## src/ddwl_defines.svh

```systemverilog
// Purpose: Constants for the DDR3 write-leveling device logic
// Assumes: Core clock of 50 MHz
// Notes: Times are in ns, cycle counts are derived from them
`ifndef DDWL_DEFINES_SVH
`define DDWL_DEFINES_SVH

// Core clock period in ns
`define DDWL_CLK_NS 20
// Mode register index of MR1 on the bank address pins
`define DDWL_MR1_BA 3'h1
// MR1 field positions
`define DDWL_MR1_WL_BIT 7
`define DDWL_MR1_QOFF_BIT 12
// Reset values of the mode bits
`define DDWL_WL_RST 1'h0
`define DDWL_QOFF_RST 1'h0
// Mode register command delay, a least time (round up)
`define DDWL_TMOD_NS 240
`define DDWL_TMOD_CYC ((`DDWL_TMOD_NS + `DDWL_CLK_NS - 1) / `DDWL_CLK_NS)
// Strobe termination enable delay, a longest time (round down)
`define DDWL_TWLDQSEN_NS 500
`define DDWL_TWLDQSEN_CYC (`DDWL_TWLDQSEN_NS / `DDWL_CLK_NS)
// Feedback output delay, a longest time (round down)
`define DDWL_TWLO_NS 80
`define DDWL_TWLO_CYC (`DDWL_TWLO_NS / `DDWL_CLK_NS)

`endif

```

## src/ddwl_pkg.sv

```systemverilog
// Purpose: Types shared by the write-leveling device logic
// Assumes: Nothing beyond the constants header
// Notes: Command fields travel together as one packed struct
package ddwl_pkg;

    // Command pins as seen by the device, one cycle per command
    typedef struct packed {
        logic cs_n;
        logic ras_n;
        logic cas_n;
        logic we_n;
        logic [2:0] ba;
        logic [15:0] addr;
    } ddwl_cmd_t;

    // Device operating state around leveling
    typedef enum logic [1:0] {
        DDWL_ST_NORMAL = 2'b00,
        DDWL_ST_LEVEL = 2'b01,
        DDWL_ST_EXIT = 2'b10
    } ddwl_state_t;

endpackage

```

## src/ddwl_top.sv

```systemverilog
// Purpose: Write-leveling training logic inside a DDR3 device
// Assumes: Command struct comes from same-clock decode logic;
//          CK, DQS and ODT are pin levels sampled by clk_i
// Notes: Undefined DQ drive is modelled as driven low
//
// Overview of operation
// RL1: MR1 A7 set enters, cleared leaves leveling
// RL2: ODT switches only strobe termination while leveling
// RL3: MR1 A12 high disables the data drivers
// RL4: Controller limits nominal termination with drivers on
// RL5: DQ drive undefined after entry until feedback
// RL6: Controller sends only NOP/Deselect and exit MRS
// RL7: Controller trains one rank, others A12 high
// RL8: ODT honoured only tMOD after enabling command
// RL9: Strobe termination applied within tWLDQSEN of ODT
// RL10: Controller sends single rising strobe per attempt
// RL11: Sample CK on strobe rise, drive within tWLO
// RL12: Controller steps delay, locks on 0-to-1 change
// RL13: Prime-only feedback drives other DQs low
// RL14: DQ undefined until tMOD after exit command
// RL15: Controller drops ODT before the exit command
// RL16: Controller waits tMOD or tMRD after exit
// RL17: Each byte lane reports its own strobe
// RL18: Feedback is one for CK high, zero low
`timescale 1ns/1ns
`include "ddwl_defines.svh"
module ddwl_top
    import ddwl_pkg::*;
#(
    parameter int LANES = 2,
    parameter int LANE_W = 8,
    parameter bit ALL_DQ = 1'b0,
    parameter int TMOD_CYC = `DDWL_TMOD_CYC
) (
    // Clock and reset
    input wire logic clk_i,
    input wire logic nrst_i,
    // Command pins, same clock domain
    input wire ddwl_cmd_t cmd_i,
    // Link pins sampled by clk_i
    input wire logic ck_i,
    input wire logic odt_i,
    input wire logic [LANES-1:0] dqs_i,
    // Data pins, output half of the two-way DQ
    output logic [LANES*LANE_W-1:0] dq_o,
    output logic [LANES*LANE_W-1:0] dq_oe_o,
    // Termination controls
    output logic [LANES-1:0] dqs_term_o,
    output logic dq_term_o,
    // Leveling mode status
    output logic wl_active_o
);

    localparam int DQ_W = LANES * LANE_W;
    localparam int SYNC_W = LANES + 2;
    localparam int TWLDQSEN_CYC = `DDWL_TWLDQSEN_CYC;
    localparam int TWLO_CYC = `DDWL_TWLO_CYC;
    localparam int EXIT_MAX = TMOD_CYC + 2;

    logic [1:0] rst_sync_r; // Reset release chain
    logic rst_n; // Released reset used everywhere
    logic [SYNC_W-1:0] pins_s; // Synchronised CK, ODT and strobes
    logic ck_s; // CK level, aligned with strobes
    logic odt_s; // ODT level
    logic [LANES-1:0] dqs_s; // Strobe levels
    logic [LANES-1:0] dqs_d_r; // Previous strobe levels
    logic [LANES-1:0] dqs_rise; // One-cycle rising strobe edge
    ddwl_state_t st_r; // Operating state
    ddwl_state_t st_nxt; // Next operating state
    logic qoff_r; // Output buffer disabled
    logic qoff_nxt; // Next output buffer setting
    logic [15:0] mod_cnt_r; // Cycles left of tMOD
    logic [15:0] mod_cnt_nxt; // Next tMOD count
    logic [LANES-1:0] fb_r; // Latched CK samples per lane
    logic is_mrs; // Command is a mode register set
    logic mr1_wr; // Mode register set aimed at MR1
    logic wl_bit; // Leveling bit of the MR1 write
    logic odt_ok; // ODT may act on termination
    logic [DQ_W-1:0] dq_nxt; // Next DQ values
    logic [DQ_W-1:0] oe_nxt; // Next DQ enables
    logic [LANES-1:0] dqs_term_nxt; // Next strobe termination
    logic dq_term_nxt; // Next DQ termination

    // Mode register set is all four command pins low
    function automatic logic cmd_is_mrs(input ddwl_cmd_t c);
        cmd_is_mrs = !c.cs_n && !c.ras_n && !c.cas_n && !c.we_n;
    endfunction

    // Reset asserts at once, releases after two clean edges
    always_ff @(posedge clk_i or negedge nrst_i) begin
        if (!nrst_i) begin
            rst_sync_r <= 2'h0;
        end else begin
            rst_sync_r <= {rst_sync_r[0], 1'b1};
        end
    end
    assign rst_n = rst_sync_r[1];

    // All pin levels share the same delay so CK and strobes stay aligned
    ddwl_sync #(
        .W(SYNC_W)
    ) u_sync (
        .clk_i(clk_i),
        .rst_n_i(rst_n),
        .d_i({dqs_i, odt_i, ck_i}),
        .q_o(pins_s)
    );
    assign ck_s = pins_s[0];
    assign odt_s = pins_s[1];
    assign dqs_s = pins_s[SYNC_W-1:2];

    // Command decode
    assign is_mrs = cmd_is_mrs(cmd_i);
    assign mr1_wr = is_mrs && (cmd_i.ba == `DDWL_MR1_BA);
    assign wl_bit = cmd_i.addr[`DDWL_MR1_WL_BIT];
    // Only MR1 writes steer this block; other commands are not expected
    // while leveling and are ignored here
    assign qoff_nxt = mr1_wr ? cmd_i.addr[`DDWL_MR1_QOFF_BIT] : qoff_r; // RL3 RL6

    // State transitions on MR1 writes, exit waits out tMOD
    always_comb begin
        st_nxt = st_r;
        mod_cnt_nxt = (mod_cnt_r != 16'h0) ? mod_cnt_r - 16'h1 : 16'h0;
        // Every MR1 write restarts the tMOD window
        if (mr1_wr) begin
            mod_cnt_nxt = 16'(TMOD_CYC);
        end
        unique case (st_r)
            DDWL_ST_NORMAL: begin
                if (mr1_wr && wl_bit) begin
                    st_nxt = DDWL_ST_LEVEL; // RL1
                end
            end
            DDWL_ST_LEVEL: begin
                if (mr1_wr && !wl_bit) begin
                    st_nxt = DDWL_ST_EXIT; // RL1 RL14
                end
            end
            DDWL_ST_EXIT: begin
                // A fresh enable wins over the running exit window
                if (mr1_wr && wl_bit) begin
                    st_nxt = DDWL_ST_LEVEL; // RL1
                end else if (!mr1_wr && mod_cnt_r <= 16'h1) begin
                    st_nxt = DDWL_ST_NORMAL; // RL14
                end
            end
            // Spare code is never entered; recover to normal mode
            default: begin
                st_nxt = DDWL_ST_NORMAL;
            end
        endcase
    end

    // Mode state registers
    always_ff @(posedge clk_i or negedge rst_n) begin
        if (!rst_n) begin
            st_r <= DDWL_ST_NORMAL;
            qoff_r <= `DDWL_QOFF_RST;
            mod_cnt_r <= 16'h0;
        end else begin
            st_r <= st_nxt;
            qoff_r <= qoff_nxt;
            mod_cnt_r <= mod_cnt_nxt;
        end
    end

    // Strobe edges and CK samples, one per lane
    assign dqs_rise = dqs_s & ~dqs_d_r;
    genvar g;
    generate
        for (g = 0; g < LANES; g++) begin : g_lane
            // Each lane latches CK on its own strobe only
            always_ff @(posedge clk_i or negedge rst_n) begin
                if (!rst_n) begin
                    dqs_d_r[g] <= 1'b0;
                    fb_r[g] <= 1'b0;
                end else begin
                    dqs_d_r[g] <= dqs_s[g];
                    if (st_r != DDWL_ST_LEVEL) begin
                        fb_r[g] <= 1'b0; // Low until feedback begins, RL5
                    end else if (dqs_rise[g]) begin
                        fb_r[g] <= ck_s; // RL11 RL17 RL18
                    end
                end
            end
            // Prime bit carries feedback, rest follow it or stay low
            assign dq_nxt[g*LANE_W] = (st_r == DDWL_ST_LEVEL) && fb_r[g]; // RL11
            assign dq_nxt[g*LANE_W+LANE_W-1:g*LANE_W+1] = (ALL_DQ && st_r == DDWL_ST_LEVEL) ?
                {(LANE_W-1){fb_r[g]}} : '0; // RL13
        end
    endgenerate

    // Drivers on through leveling and its exit window unless disabled
    assign oe_nxt = (st_r != DDWL_ST_NORMAL && !qoff_r) ? '1 : '0; // RL3 RL5 RL14
    // ODT is ignored until tMOD after the enabling command
    assign odt_ok = odt_s && (mod_cnt_r == 16'h0 || st_r != DDWL_ST_LEVEL); // RL8
    // Leveling terminates strobes only; normal mode terminates both
    assign dqs_term_nxt = odt_ok ? '1 : '0; // RL2 RL9
    assign dq_term_nxt = odt_ok && (st_r == DDWL_ST_NORMAL); // RL2

    // Output registers
    always_ff @(posedge clk_i or negedge rst_n) begin
        if (!rst_n) begin
            dq_o <= '0;
            dq_oe_o <= '0;
            dqs_term_o <= '0;
            dq_term_o <= 1'b0;
            wl_active_o <= 1'b0;
        end else begin
            dq_o <= dq_nxt;
            dq_oe_o <= oe_nxt;
            dqs_term_o <= dqs_term_nxt;
            dq_term_o <= dq_term_nxt;
            wl_active_o <= (st_r == DDWL_ST_LEVEL);
        end
    end
endmodule

```

## src/ddwl_sync.sv

```systemverilog
// Purpose: Two-flop synchroniser for a bundle of level inputs
// Assumes: Bits are independent levels, no word coherence needed
// Notes: First stage feeds only the second stage
`timescale 1ns/1ns
module ddwl_sync #(
    parameter int W = 1
) (
    // Clock and reset
    input wire logic clk_i,
    input wire logic rst_n_i,
    // Asynchronous levels in, synchronised levels out
    input wire logic [W-1:0] d_i,
    output logic [W-1:0] q_o
);

    logic [W-1:0] meta_r; // First stage, read only by the second

    // Two stages give metastability time to settle
    always_ff @(posedge clk_i or negedge rst_n_i) begin
        if (!rst_n_i) begin
            meta_r <= '0;
            q_o <= '0;
        end else begin
            meta_r <= d_i;
            q_o <= meta_r;
        end
    end

endmodule

```

## config.mk

```make
export PLATFORM = sky130hd
export DESIGN_NAME = ddwl_top
export DESIGN_NICKNAME = d
export VERILOG_FILES = /design/src/ddwl_pkg.sv /design/src/ddwl_top.sv /design/src/ddwl_sync.sv
export VERILOG_INCLUDE_DIRS = /design/src
export SDC_FILE = /design/constraint.sdc
export NUM_CORES = 1
export LEC_CHECK = 0
export BUFFER_PORTS_ARGS = -buffer_cell sky130_fd_sc_hd__buf_2
export CORE_ASPECT_RATIO = 0.9
export CORE_UTILIZATION = 45
export CTS_BUF_LIST = sky130_fd_sc_hd__clkbuf_8
export CTS_CLUSTER_SIZE = 12
export DETAILED_ROUTE_END_ITERATION = 8
export GPL_TIMING_DRIVEN = 0
export PLACE_DENSITY = 0.74
export RECOVER_POWER = 50
export REMOVE_ABC_BUFFERS = 1
export SLEW_MARGIN = 20
export SYNTH_ARGS = -nofsm -noshare
export SYNTH_HDL_FRONTEND = slang
export SYNTH_SLANG_ARGS = --single-unit
```

## constraint.sdc

```tcl
create_clock -name clk_i -period 2.55 [get_ports clk_i]
set_input_delay 0.1275 -clock clk_i [delete_from_list [all_inputs] [get_ports clk_i]]
set_output_delay 0.1275 -clock clk_i [all_outputs]
set_load 0.02 [all_outputs]
```

==> flow_metrics.py, run 1 <==
metrics = {
    "run_status": {
        "status": "complete, no violations",
    },
    "floorplanning": {
        "dieArea_um2": 4180,
        "coreArea_um2": 3730,
        "rows": 21,
        "ioPinCount": 65,
        "die_y_um": 61.4,
        "die_w_um": 68.0,
        "start_util": 0.473,
    },
    "synth": {
        "synth-edff-count": 0,
        "synthCells": 158,
        "yosys.area.top_type": "dfrtp_1",
        "ys_seq_area_frac": 0.553,
        "synth_mux_area_frac": 0.0177,
        "avgSynthCellArea_um2": 11.2,
        "netlist_top_cells_count": "39 x dfrtp_1, 30 x buf_4, 19 x nor2_1",
        "yosys.area.top_type_share": 0.553,
        "syn_area_um2": 1770,
        "synth_compound_area_frac": 0.0425,
        "synth_xor_area_frac": 0.0645,
        "synth_area_leaders": "dfrtp_1 55%, buf_4 13%, xnor2_1 5.0%",
        "synth_cell_types": 30,
        "yosys.area_share.simple": 0.157,
        "synth_warnings": 0,
        "synth_top_flop_cell": "dfrtp_1",
        "synth_top_family_by_area": "simple AND/OR/NAND/NOR gates",
        "synthAdderAreaFrac": 0.0213,
        "synthArstFlopShare": 1.00,
        "synth_seq_cells": 39,
        "yosysMostFrequentCell": "dfrtp_1",
    },
    "worst_setup_path": {
        "cp_top_family": "simple AND/OR/NAND/NOR gates",
        "cp.buffers_inverters": 0,
        "slowest_stage": "or4_1",
        "cp.arrival_ps": 2380,
        "max_stage_delay_ps": 670,
        "crit_required_ps": 2760,
        "cp_max_fo": 8,
        "path_cells": "or4_1 > or4_4 > or3_1 > a21oi_1",
        "endpoint_kind": "flip-flop",
        "crit_path_start_kind": "flip-flop",
        "criticalPathCategory": "reg2reg",
    },
    "global_routing": {
        "grt_pass1_wl_mm": 4.27,
        "grt_overflow": 0,
        "antenna_found_initial": 0,
        "grt_max_degree": 30,
        "grt_pass1_vias": 933,
        "grt.total_usage": 0.146,
    },
    "cts": {
        "cts_buffers": 5,
        "cts_tree": "built",
        "clkLatencyLatePin_ps": 290,
        "clock_path_buffers": 2,
        "htreeDepth": 2,
        "clock_sinks": 39,
        "cts_root_buf": "clkbuf_8",
        "clk_pin_slew_ps": 70,
        "cts_setup_buffers": 0,
    },
    "placed_design": {
        "dp_hpwl_mm": 1.76,
        "portBuffers": 36,
        "gp_routability_congestion": 0.733,
    },
    "routing": {
        "antenna_left": 0,
        "drc": 0,
        "first_pass_iters": 4,
        "routedWlPerCell_um": 10.5,
        "vias": 1077,
        "first_iter_violations": 45,
        "drt_wl_total_mm": 2.46,
        "vias_per_cell": 4.58,
    },
    "sta": {
        "setup_viol": 0,
        "slew-limit-headroom": 0.0216,
        "grt_setup_unrepaired": "false",
        "max_freq_ghz": 0.461,
        "hold_viol_final": 0,
        "hold-worst-slack_ps": 84.4,
        "final.setup.tns_ps": 0,
        "final_max_slew_viol_count": 0,
        "worstMarginPinSlew_ps": 1470,
        "fin_crit_sh": 0.851,
        "fin_skew_ps": 8.10,
        "min_period_ps": 2170,
    },
    "power_and_ir_drop": {
        "max-vdd-ir-drop_mv": 0.517,
        "p_leak_nw": 0.902,
        "powerDensity_nw_per_um2": 961,
    },
    "final_layout": {
        "nNetsFinal": 220,
        "area_growth_pct": 12.3,
        "drive_gt1_frac": 0.259,
        "num-fill-cells": 319,
        "post-route-util": 0.531,
        "antennaDiodeCount": 0,
    },
    "min_path": {
        "hold_path_class": "in2reg",
    },
    "job": {
        "drv_cap": 0,
    },
}
[cells by family (layout without fill, tap and decap cells)]
family	after synthesis	after routing
xor+xnor	13	13
fa+ha+maj	3	3
other cells	2	15
mux	3	3
flops	39	39
compound gates	12	12
simple gates	51	51
buf+inv	35	53
[timing repair]
| item | 4_1_cts | 5_1_grt |
|---|---|---|
| hold buffers | 5 | 0 |
| hold endpoints to repair | 6 | 0 |
| resized for setup | 0 | 0 |
[final cells by class]
class | instances | area (um2) | area share
clock buffer | 5 | 68.8 | 0.0347
clock inverter | 3 | 43.8 | 0.0221
inverter | 3 | 11.3 | 0.00568
multi-input combinational | 97 | 592 | 0.299
sequential | 39 | 976 | 0.492
tap | 46 | 57.6 | 0.0290
timing repair buffer | 42 | 233 | 0.117
[layout by cell type, fill, tap and decap left out, types with 5 or more instances in the layout]
| cell | count |
|---|---|
| buf_2 | 35 |
| xnor2_1 | 10 |
| dlygate4sd3_1 | 5 |
| o21ai_0 | 5 |
| nor4_1 | 5 |
| dfrtp_1 | 39 |
| clkbuf_8 | 5 |
| nor2_1 | 19 |
| conb_1 | 15 |
[metal layers]
| layer | track usage | vias up | part of all wire |
|---|---|---|---|
| met5 | 0 | - | 0 |
| met4 | 0.0804 | 0 | 0.016 |
| met3 | 0.0389 | 4 | 0.044 |
| met2 | 0.213 | 33 | 0.47 |
| met1 | 0.198 | 503 | 0.47 |
| li1 | - | 537 | - |
[final timing paths]
kind                                               to  cells past startpoint                     from  slack (ps)
max                           mod_cnt_r[15]$_DFF_PN0_                      4   mod_cnt_r[6]$_DFF_PN0_         380
min                                qoff_r$_DFFE_PN0N_                      2                cmd_i[12]          80
max reg2reg                   mod_cnt_r[15]$_DFF_PN0_                      4   mod_cnt_r[6]$_DFF_PN0_         380
min reg2reg                u_sync.meta_r[0]$_DFF_PN0_                      0  rst_sync_r[1]$_DFF_PN0_         130
max in group asynchronous         dq_term_o$_DFF_PN0_                      1  rst_sync_r[1]$_DFF_PN0_         750
min in group asynchronous  u_sync.meta_r[0]$_DFF_PN0_                      0  rst_sync_r[1]$_DFF_PN0_         130
[power breakdown]
part / total [mW] / leakage [nW] / internal (mW) / switching (mW)
logic: 0.526 / 0.388 / 0.213 / 0.313
clock network: 0.499 / 0.0581 / 0.291 / 0.208
registers: 0.879 / 0.456 / 0.752 / 0.127
total: 1.90 / 0.902 / 1.26 / 0.648
[metrics by stage]
| step | power [mW] | setup slack [ps] | instances | area (um2) |
|---|---|---|---|---|
| global placement | 1.40 | 416 | 221 | 1820 |
| finish | 1.90 | 381 | 235 | 1980 |
| global route | 2.05 | 264 | 235 | 1980 |
| CTS | 1.93 | 375 | 235 | 2000 |
| detailed placement | 1.42 | 386 | 222 | 1840 |
| floorplan | 1.25 | 229 | 139 | 1580 |
[registers in the layout, indices dropped and copies added, names as in the netlist]
name / cells
qoff_r: 1
dq_term_o: 1
mod_cnt_r: 16
fb_r: 2
st_r: 2
dqs_d_r: 2
rst_sync_r: 2
u_sync.q_o: 4
dq_o: 2
dq_oe_o: 1
u_sync.meta_r: 4
dqs_term_o: 1
wl_active_o: 1
No activity file was read; power rests on OpenSTA's default activity.
==> run 2: changes to the inputs <==
--- a/config.mk
+++ b/config.mk
@@ -16,7 +16,7 @@
 export PLACE_DENSITY = 0.74
 export RECOVER_POWER = 50
 export REMOVE_ABC_BUFFERS = 1
-export SLEW_MARGIN = 20
 export SYNTH_ARGS = -nofsm -noshare
 export SYNTH_HDL_FRONTEND = slang
+export SYNTH_HIERARCHICAL = 1
 export SYNTH_SLANG_ARGS = --single-unit
==> flow_metrics.py, run 2 <==
metrics = {
    "synth": {
        "netlist_top_cells_count": "39 x dfrtp_1, 30 x buf_4, 24 x nor2_1",
        "ys_seq_area_frac": 0.544,
        "synth-edff-count": 0,
        "synthCells": 160,
        "yosys.area.top_type_share": 0.544,
        "synth_warnings": 6,
        "synth_cell_types": 37,
        "synth_top_flop_cell": "dfrtp_1",
        "syn_area_um2": 1790,
        "avgSynthCellArea_um2": 11.2,
        "synthArstFlopShare": 1.00,
        "synth_area_leaders": "dfrtp_1 54%, buf_4 13%, nor2_1 5.0%",
        "yosys.area.top_type": "dfrtp_1",
        "yosysMostFrequentCell": "dfrtp_1",
        "synth_seq_cells": 39,
    },
    "worst_setup_path": {
        "path_cells": "inv_1 > ha_1 > nor3b_1 > nand4_1 > xor2_1 > nor2_1",
        "cp.buffers_inverters": 1,
        "criticalPathCategory": "reg2reg",
        "crit_path_start_kind": "flip-flop",
        "slowest_stage": "nor3b_1",
        "r2r_end": "mod_cnt_r[14]$_DFF_PN0_",
        "cp_max_fo": 6,
        "crit_required_ps": 2710,
        "cp.arrival_ps": 2190,
        "reg2reg_slack_ps": 510,
        "max_stage_delay_ps": 710,
        "r2r_cells": 6,
        "cp_top_family": "simple AND/OR/NAND/NOR gates",
        "endpoint_kind": "flip-flop",
        "worstReg2RegStart": "mod_cnt_r[0]$_DFF_PN0_",
    },
    "sta": {
        "worstMarginPinSlew_ps": 1420,
        "setup_viol": 0,
        "max_freq_ghz": 0.491,
        "slew-limit-headroom": 0.0502,
        "grt_setup_unrepaired": "false",
        "final_max_slew_viol_count": 0,
        "fin_skew_ps": 13.1,
        "min_period_ps": 2040,
        "fin_crit_sh": 0.798,
        "final.setup.tns_ps": 0,
        "hold_viol_final": 0,
    },
    "global_routing": {
        "grt_pass1_wl_mm": 4.40,
        "grt_max_degree": 38,
        "grt.total_usage": 0.147,
        "grt_pass1_vias": 953,
        "antenna_found_initial": 0,
        "grt_overflow": 0,
    },
    "floorplanning": {
        "die_y_um": 61.9,
        "rows": 21,
        "dieArea_um2": 4240,
        "ioPinCount": 65,
        "coreArea_um2": 3760,
        "die_w_um": 68.5,
        "start_util": 0.477,
    },
    "cts": {
        "htreeDepth": 2,
        "cts_setup_buffers": 0,
        "clock_path_buffers": 2,
        "cts_buffers": 5,
        "cts_hold_buf": 5,
        "clock_sinks": 39,
        "clk_pin_slew_ps": 80,
        "cts_tree": "built",
        "clkLatencyLatePin_ps": 290,
        "cts_root_buf": "clkbuf_8",
        "cts_resized": 0,
    },
    "final_layout": {
        "reg.largest.list": "mod_cnt_r: 16 flops, u_sync/meta_r: 4 flops, u_sync/q_o: 4 flops",
        "antennaDiodeCount": 0,
        "largest_reg_flops": 16,
        "drive_gt1_frac": 0.220,
        "area_growth_pct": 11.2,
        "fin_cells": 237,
        "final_cell_mix": "39 x dfrtp_1, 29 x buf_2, 24 x nor2_1",
        "final_common_cell": "dfrtp_1",
        "final_area_um2": 1990,
        "regMostFlops": "mod_cnt_r",
        "nNetsFinal": 222,
    },
    "min_path": {
        "hold_path_class": "in2reg",
        "holdPathEnd": "st_r[1]$_DFFE_PN0P_",
        "hold_start": "cmd_i[7]",
        "whs_path_depth": 2,
    },
    "routing": {
        "drc": 0,
        "first_iter_violations": 66,
        "vias_per_cell": 4.62,
        "antenna_left": 0,
        "routedWlPerCell_um": 11.5,
        "first_pass_iters": 4,
        "vias": 1095,
        "drt_wl_total_mm": 2.72,
    },
    "placed_design": {
        "dp_hpwl_mm": 1.86,
        "portBuffers": 36,
        "dp.cells": 224,
        "place_area_um2": 1840,
        "gp_routability_congestion": 0.762,
    },
    "power_and_ir_drop": {
        "max-vdd-ir-drop_mv": 0.322,
        "powerDensity_nw_per_um2": 1060,
        "p_leak_nw": 0.930,
    },
    "job": {
        "drv_cap": 0,
    },
    "run_status": {
        "status": "complete, no violations",
    },
}
-- run 2: cell types whose count changed in the layout (fill, tap and decap cells not counted), sizes merged, moves of 3 or more --
cell / before / now
or4: 4 / 1
xnor2: 10 / 3
clkbuf: 7 / 12
xor2: 3 / 8
nand2: 2 / 5
nand4: 0 / 3
nor2: 19 / 24
buf: 35 / 29
-- run 2: routing by layer --
metal / GRT usage / share of wire / up-vias
li1: - / - / 544
met1: 0.184 / 0.46 / 514
met2: 0.238 / 0.48 / 33
met3: 0.0438 / 0.047 / 4
met4: 0.0625 / 0.014 / 0
met5: 0 / 0 / -
-- run 2: worst max path at each step --
stage               depth (start not counted)                 endpoint                   start
finish                                      6  mod_cnt_r[14]$_DFF_PN0_  mod_cnt_r[0]$_DFF_PN0_
global route                                6  mod_cnt_r[14]$_DFF_PN0_  mod_cnt_r[0]$_DFF_PN0_
CTS                                         6  mod_cnt_r[14]$_DFF_PN0_  mod_cnt_r[0]$_DFF_PN0_
detailed placement                          6  mod_cnt_r[14]$_DFF_PN0_  mod_cnt_r[0]$_DFF_PN0_
global placement                            6  mod_cnt_r[14]$_DFF_PN0_  mod_cnt_r[0]$_DFF_PN0_
floorplan                                   0               dq_oe_o[0]   dq_oe_o[14]$_DFF_PN0_
-- run 2: report_power, final --
part | internal [mW] | switching (mW)
Clock | 0.288 | 0.211
Combinational | 0.248 | 0.392
Sequential | 0.780 | 0.196
Total | 1.32 | 0.799
-- run 2: stage by stage --
| stage | utilization | hold WS (ps) | setup WS (ps) | power, mW |
|---|---|---|---|---|
| 6_report | 0.531 | 32.6 | 514 | 2.12 |
| 5_1_grt | 0.531 | 28.0 | 330 | 2.25 |
| 4_1_cts | 0.533 | 34.1 | 525 | 2.14 |
| 3_5_place_dp | 0.491 | -82.2 | 568 | 1.63 |
| 3_3_place_gp | 0.491 | -87.9 | 570 | 1.60 |
| 2_1_floorplan | - | -168 | 229 | 1.43 |
-- run 2: layout make-up --
| class | instances | area (um2) |
|---|---|---|
| well taps | 46 | 57.6 |
| flip-flops and latches | 39 | 976 |
| clock buffers | 5 | 68.8 |
| inverters | 4 | 15.0 |
| repair buffers | 41 | 221 |
| multi-input cells | 99 | 614 |
| fillers | 341 | 1760 |
| clock inverters | 3 | 41.3 |
-- run 2: kinds of logic (layout without fill, tap and decap cells) --
logic type	after synthesis	after routing	synth area share
AOI/OAI and AO/OA	13	13	0.0523
DFF	39	39	0.544
adders and majority gates	3	3	0.0209
and+or+nand+nor	54	54	0.167
buffers and inverters	35	53	0.140
xor gates and xnor gates	11	11	0.0537
muxes	3	3	0.0174
other	2	15	0.00419
==> run 3: changes to the inputs <==
--- a/config.mk
+++ b/config.mk
@@ -13,7 +13,7 @@
 export CTS_CLUSTER_SIZE = 12
 export DETAILED_ROUTE_END_ITERATION = 8
 export GPL_TIMING_DRIVEN = 0
-export PLACE_DENSITY = 0.74
+export PLACE_DENSITY = 0.77
 export RECOVER_POWER = 50
 export REMOVE_ABC_BUFFERS = 1
 export SYNTH_ARGS = -nofsm -noshare
==> constraint.sdc (replaced) <==
create_clock -name clk_i -period 1.65 [get_ports clk_i]
set_input_delay 0.0825 -clock clk_i [delete_from_list [all_inputs] [get_ports clk_i]]
set_output_delay 0.0825 -clock clk_i [all_outputs]
set_load 0.02 [all_outputs]
==> flow_metrics.py, run 3 (synthesized netlist as in run 2, its figures left out) <==
metrics = {
    "run_status": {
        "status": "complete, no violations",
    },
    "final_layout": {
        "largest_reg_flops": 16,
        "final_common_cell": "dfrtp_1",
        "final_area_um2": 2130,
        "antennaDiodeCount": 0,
        "drive_gt1_frac": 0.286,
        "regMostFlops": "mod_cnt_r",
        "reg.largest.list": "mod_cnt_r: 16 flops, u_sync/meta_r: 4 flops, u_sync/q_o: 4 flops",
        "final_cell_mix": "35 x dfrtp_1, 29 x buf_2, 24 x nor2_1",
        "area_growth_pct": 18.9,
        "nNetsFinal": 230,
        "fin_cells": 245,
    },
    "placed_design": {
        "dp_slack_ps": -383,
        "place_area_um2": 1840,
        "dp.cells": 224,
        "portBuffers": 36,
        "gp_routability_congestion": 0.736,
        "dp_hpwl_mm": 1.96,
    },
    "sta": {
        "fin_skew_ps": 9.68,
        "min_period_ps": 1590,
        "hold_viol_final": 0,
        "fin_crit_sh": 0.962,
        "max_freq_ghz": 0.630,
        "setup_ws_ps": 61.9,
        "final_max_slew_viol_count": 0,
        "setup_viol": 0,
        "grt_setup_unrepaired": "true",
        "slew-limit-headroom": 0.493,
        "worstMarginPinSlew_ps": 760,
    },
    "global_routing": {
        "antenna_found_initial": 0,
        "grt_max_degree": 38,
        "grt_pass1_wl_mm": 4.46,
        "grt_overflow": 0,
        "grt.total_usage": 0.150,
        "grt_pass1_vias": 1006,
    },
    "cts": {
        "cts_buffers": 5,
        "cts_tree": "built",
        "clkLatencyLatePin_ps": 290,
        "clk_pin_slew_ps": 70,
        "clock_sinks": 39,
        "clock_path_buffers": 2,
        "cts_root_buf": "clkbuf_8",
        "htreeDepth": 2,
    },
    "routing": {
        "routedWlPerCell_um": 11.7,
        "vias_per_cell": 4.67,
        "drc": 0,
        "first_iter_violations": 51,
        "top_layer": "met4",
        "drt_wl_total_mm": 2.86,
        "wl_met3_um": 137,
        "first_pass_iters": 5,
        "vias": 1144,
        "wl_met1_mm": 1.21,
        "dr_wl_met2_mm": 1.44,
        "antenna_left": 0,
    },
    "floorplanning": {
        "coreArea_um2": 3760,
        "ioPinCount": 65,
        "rows": 21,
        "die_w_um": 68.5,
        "die_y_um": 61.9,
        "start_util": 0.477,
        "dieArea_um2": 4240,
    },
    "worst_setup_path": {
        "r2r_cells": 7,
        "criticalPathCategory": "reg2reg",
        "path_cells": "inv_1 > ha_2 > nor3b_4 > buf_4 > nand4_1 > xor2_1 > nor2_1",
        "slowest_stage": "dfrtp_2",
        "cp.arrival_ps": 1810,
        "max_stage_delay_ps": 450,
        "crit_required_ps": 1870,
        "crit_path_start_kind": "flip-flop",
        "endpoint_kind": "flip-flop",
        "cp_max_fo": 6,
    },
    "power_and_ir_drop": {
        "p_sw_mw": 1.29,
        "pwr-share-clk": 0.253,
        "power_mw": 3.58,
        "p_leak_nw": 0.989,
        "combPwrFrac": 0.309,
        "p_seq_frac": 0.438,
        "p_int_mw": 2.29,
        "max-vdd-ir-drop_mv": 0.488,
        "switching_share": 0.361,
        "powerDensity_nw_per_um2": 1680,
    },
    "min_path": {
        "hold_path_class": "in2reg",
        "whs_path_depth": 2,
    },
    "job": {
        "drv_cap": 0,
    },
}
[run 3: path summary, 6_finish.rpt]
check,from,end,slack (ps)
worst max-delay path,mod_cnt_r[0]$_DFF_PN0_,mod_cnt_r[14]$_DFF_PN0_,60
worst min-delay path,cmd_i[12],qoff_r$_DFFE_PN0N_,30
worst max register to register,mod_cnt_r[0]$_DFF_PN0_,mod_cnt_r[14]$_DFF_PN0_,60
worst min register to register,rst_sync_r[1]$_DFF_PN0_,dqs_d_r[0]$_DFF_PN0_,340
max in group asynchronous,rst_sync_r[1]$_DFF_PN0_,mod_cnt_r[2]$_DFF_PN0_,780
min in group asynchronous,nrst_i,rst_sync_r[0]$_DFF_PN0_,100
[run 3: power by group through the flow]
stage	combinational, mW	clock, mW	sequential (mW)
2_1_floorplan	0.532	0	1.67
3_3_place_gp	0.960	0	1.52
3_5_place_dp	0.994	0	1.53
4_1_cts	1.07	0.933	1.55
5_1_grt	1.22	0.965	1.61
6_report	1.10	0.906	1.57
[run 3: through the flow]
step | hold WS (ps) | setup TNS [ps] | utilization
after CTS | 21.1 | 0 | 0.559
after global routing | 26.3 | -51.4 | 0.567
after detailed placement | -130 | -3370 | 0.491
after global placement | -133 | -2680 | 0.491
final | 28.0 | 0 | 0.567
after floorplan | -213 | -10020 | -
[run 3: what timing repair did]
item	CTS	global route
setup buffers	4	3
pin swaps	2	5
endpoints found under the setup margin	17	14
endpoints found under the hold margin	7	0
hold buffers	6	0
resized for setup	4	6
[run 3: metal layers]
metal,global-route usage,vias up
li1,-,561
met1,0.179,545
met2,0.248,33
met3,0.0438,5
met4,0.0804,0
met5,0,-
[run 3: cell type report]
type	instances	area, um2
inverters	4	15.0
repair buffers	49	297
fillers	318	1630
clock buffers	5	68.8
well taps	46	57.6
clock inverters	3	63.8
multi-input cells	99	649
flip-flops and latches	39	981
[run 3: worst max-delay path: cells and delay by family (launching register included)]
family                     cells  cell delay [ps]
xor gates and xnor gates       1              170
adders and majority gates      1              200
buffers and inverters          2              260
DFF                            1              450
and+or+nand+nor                3              450
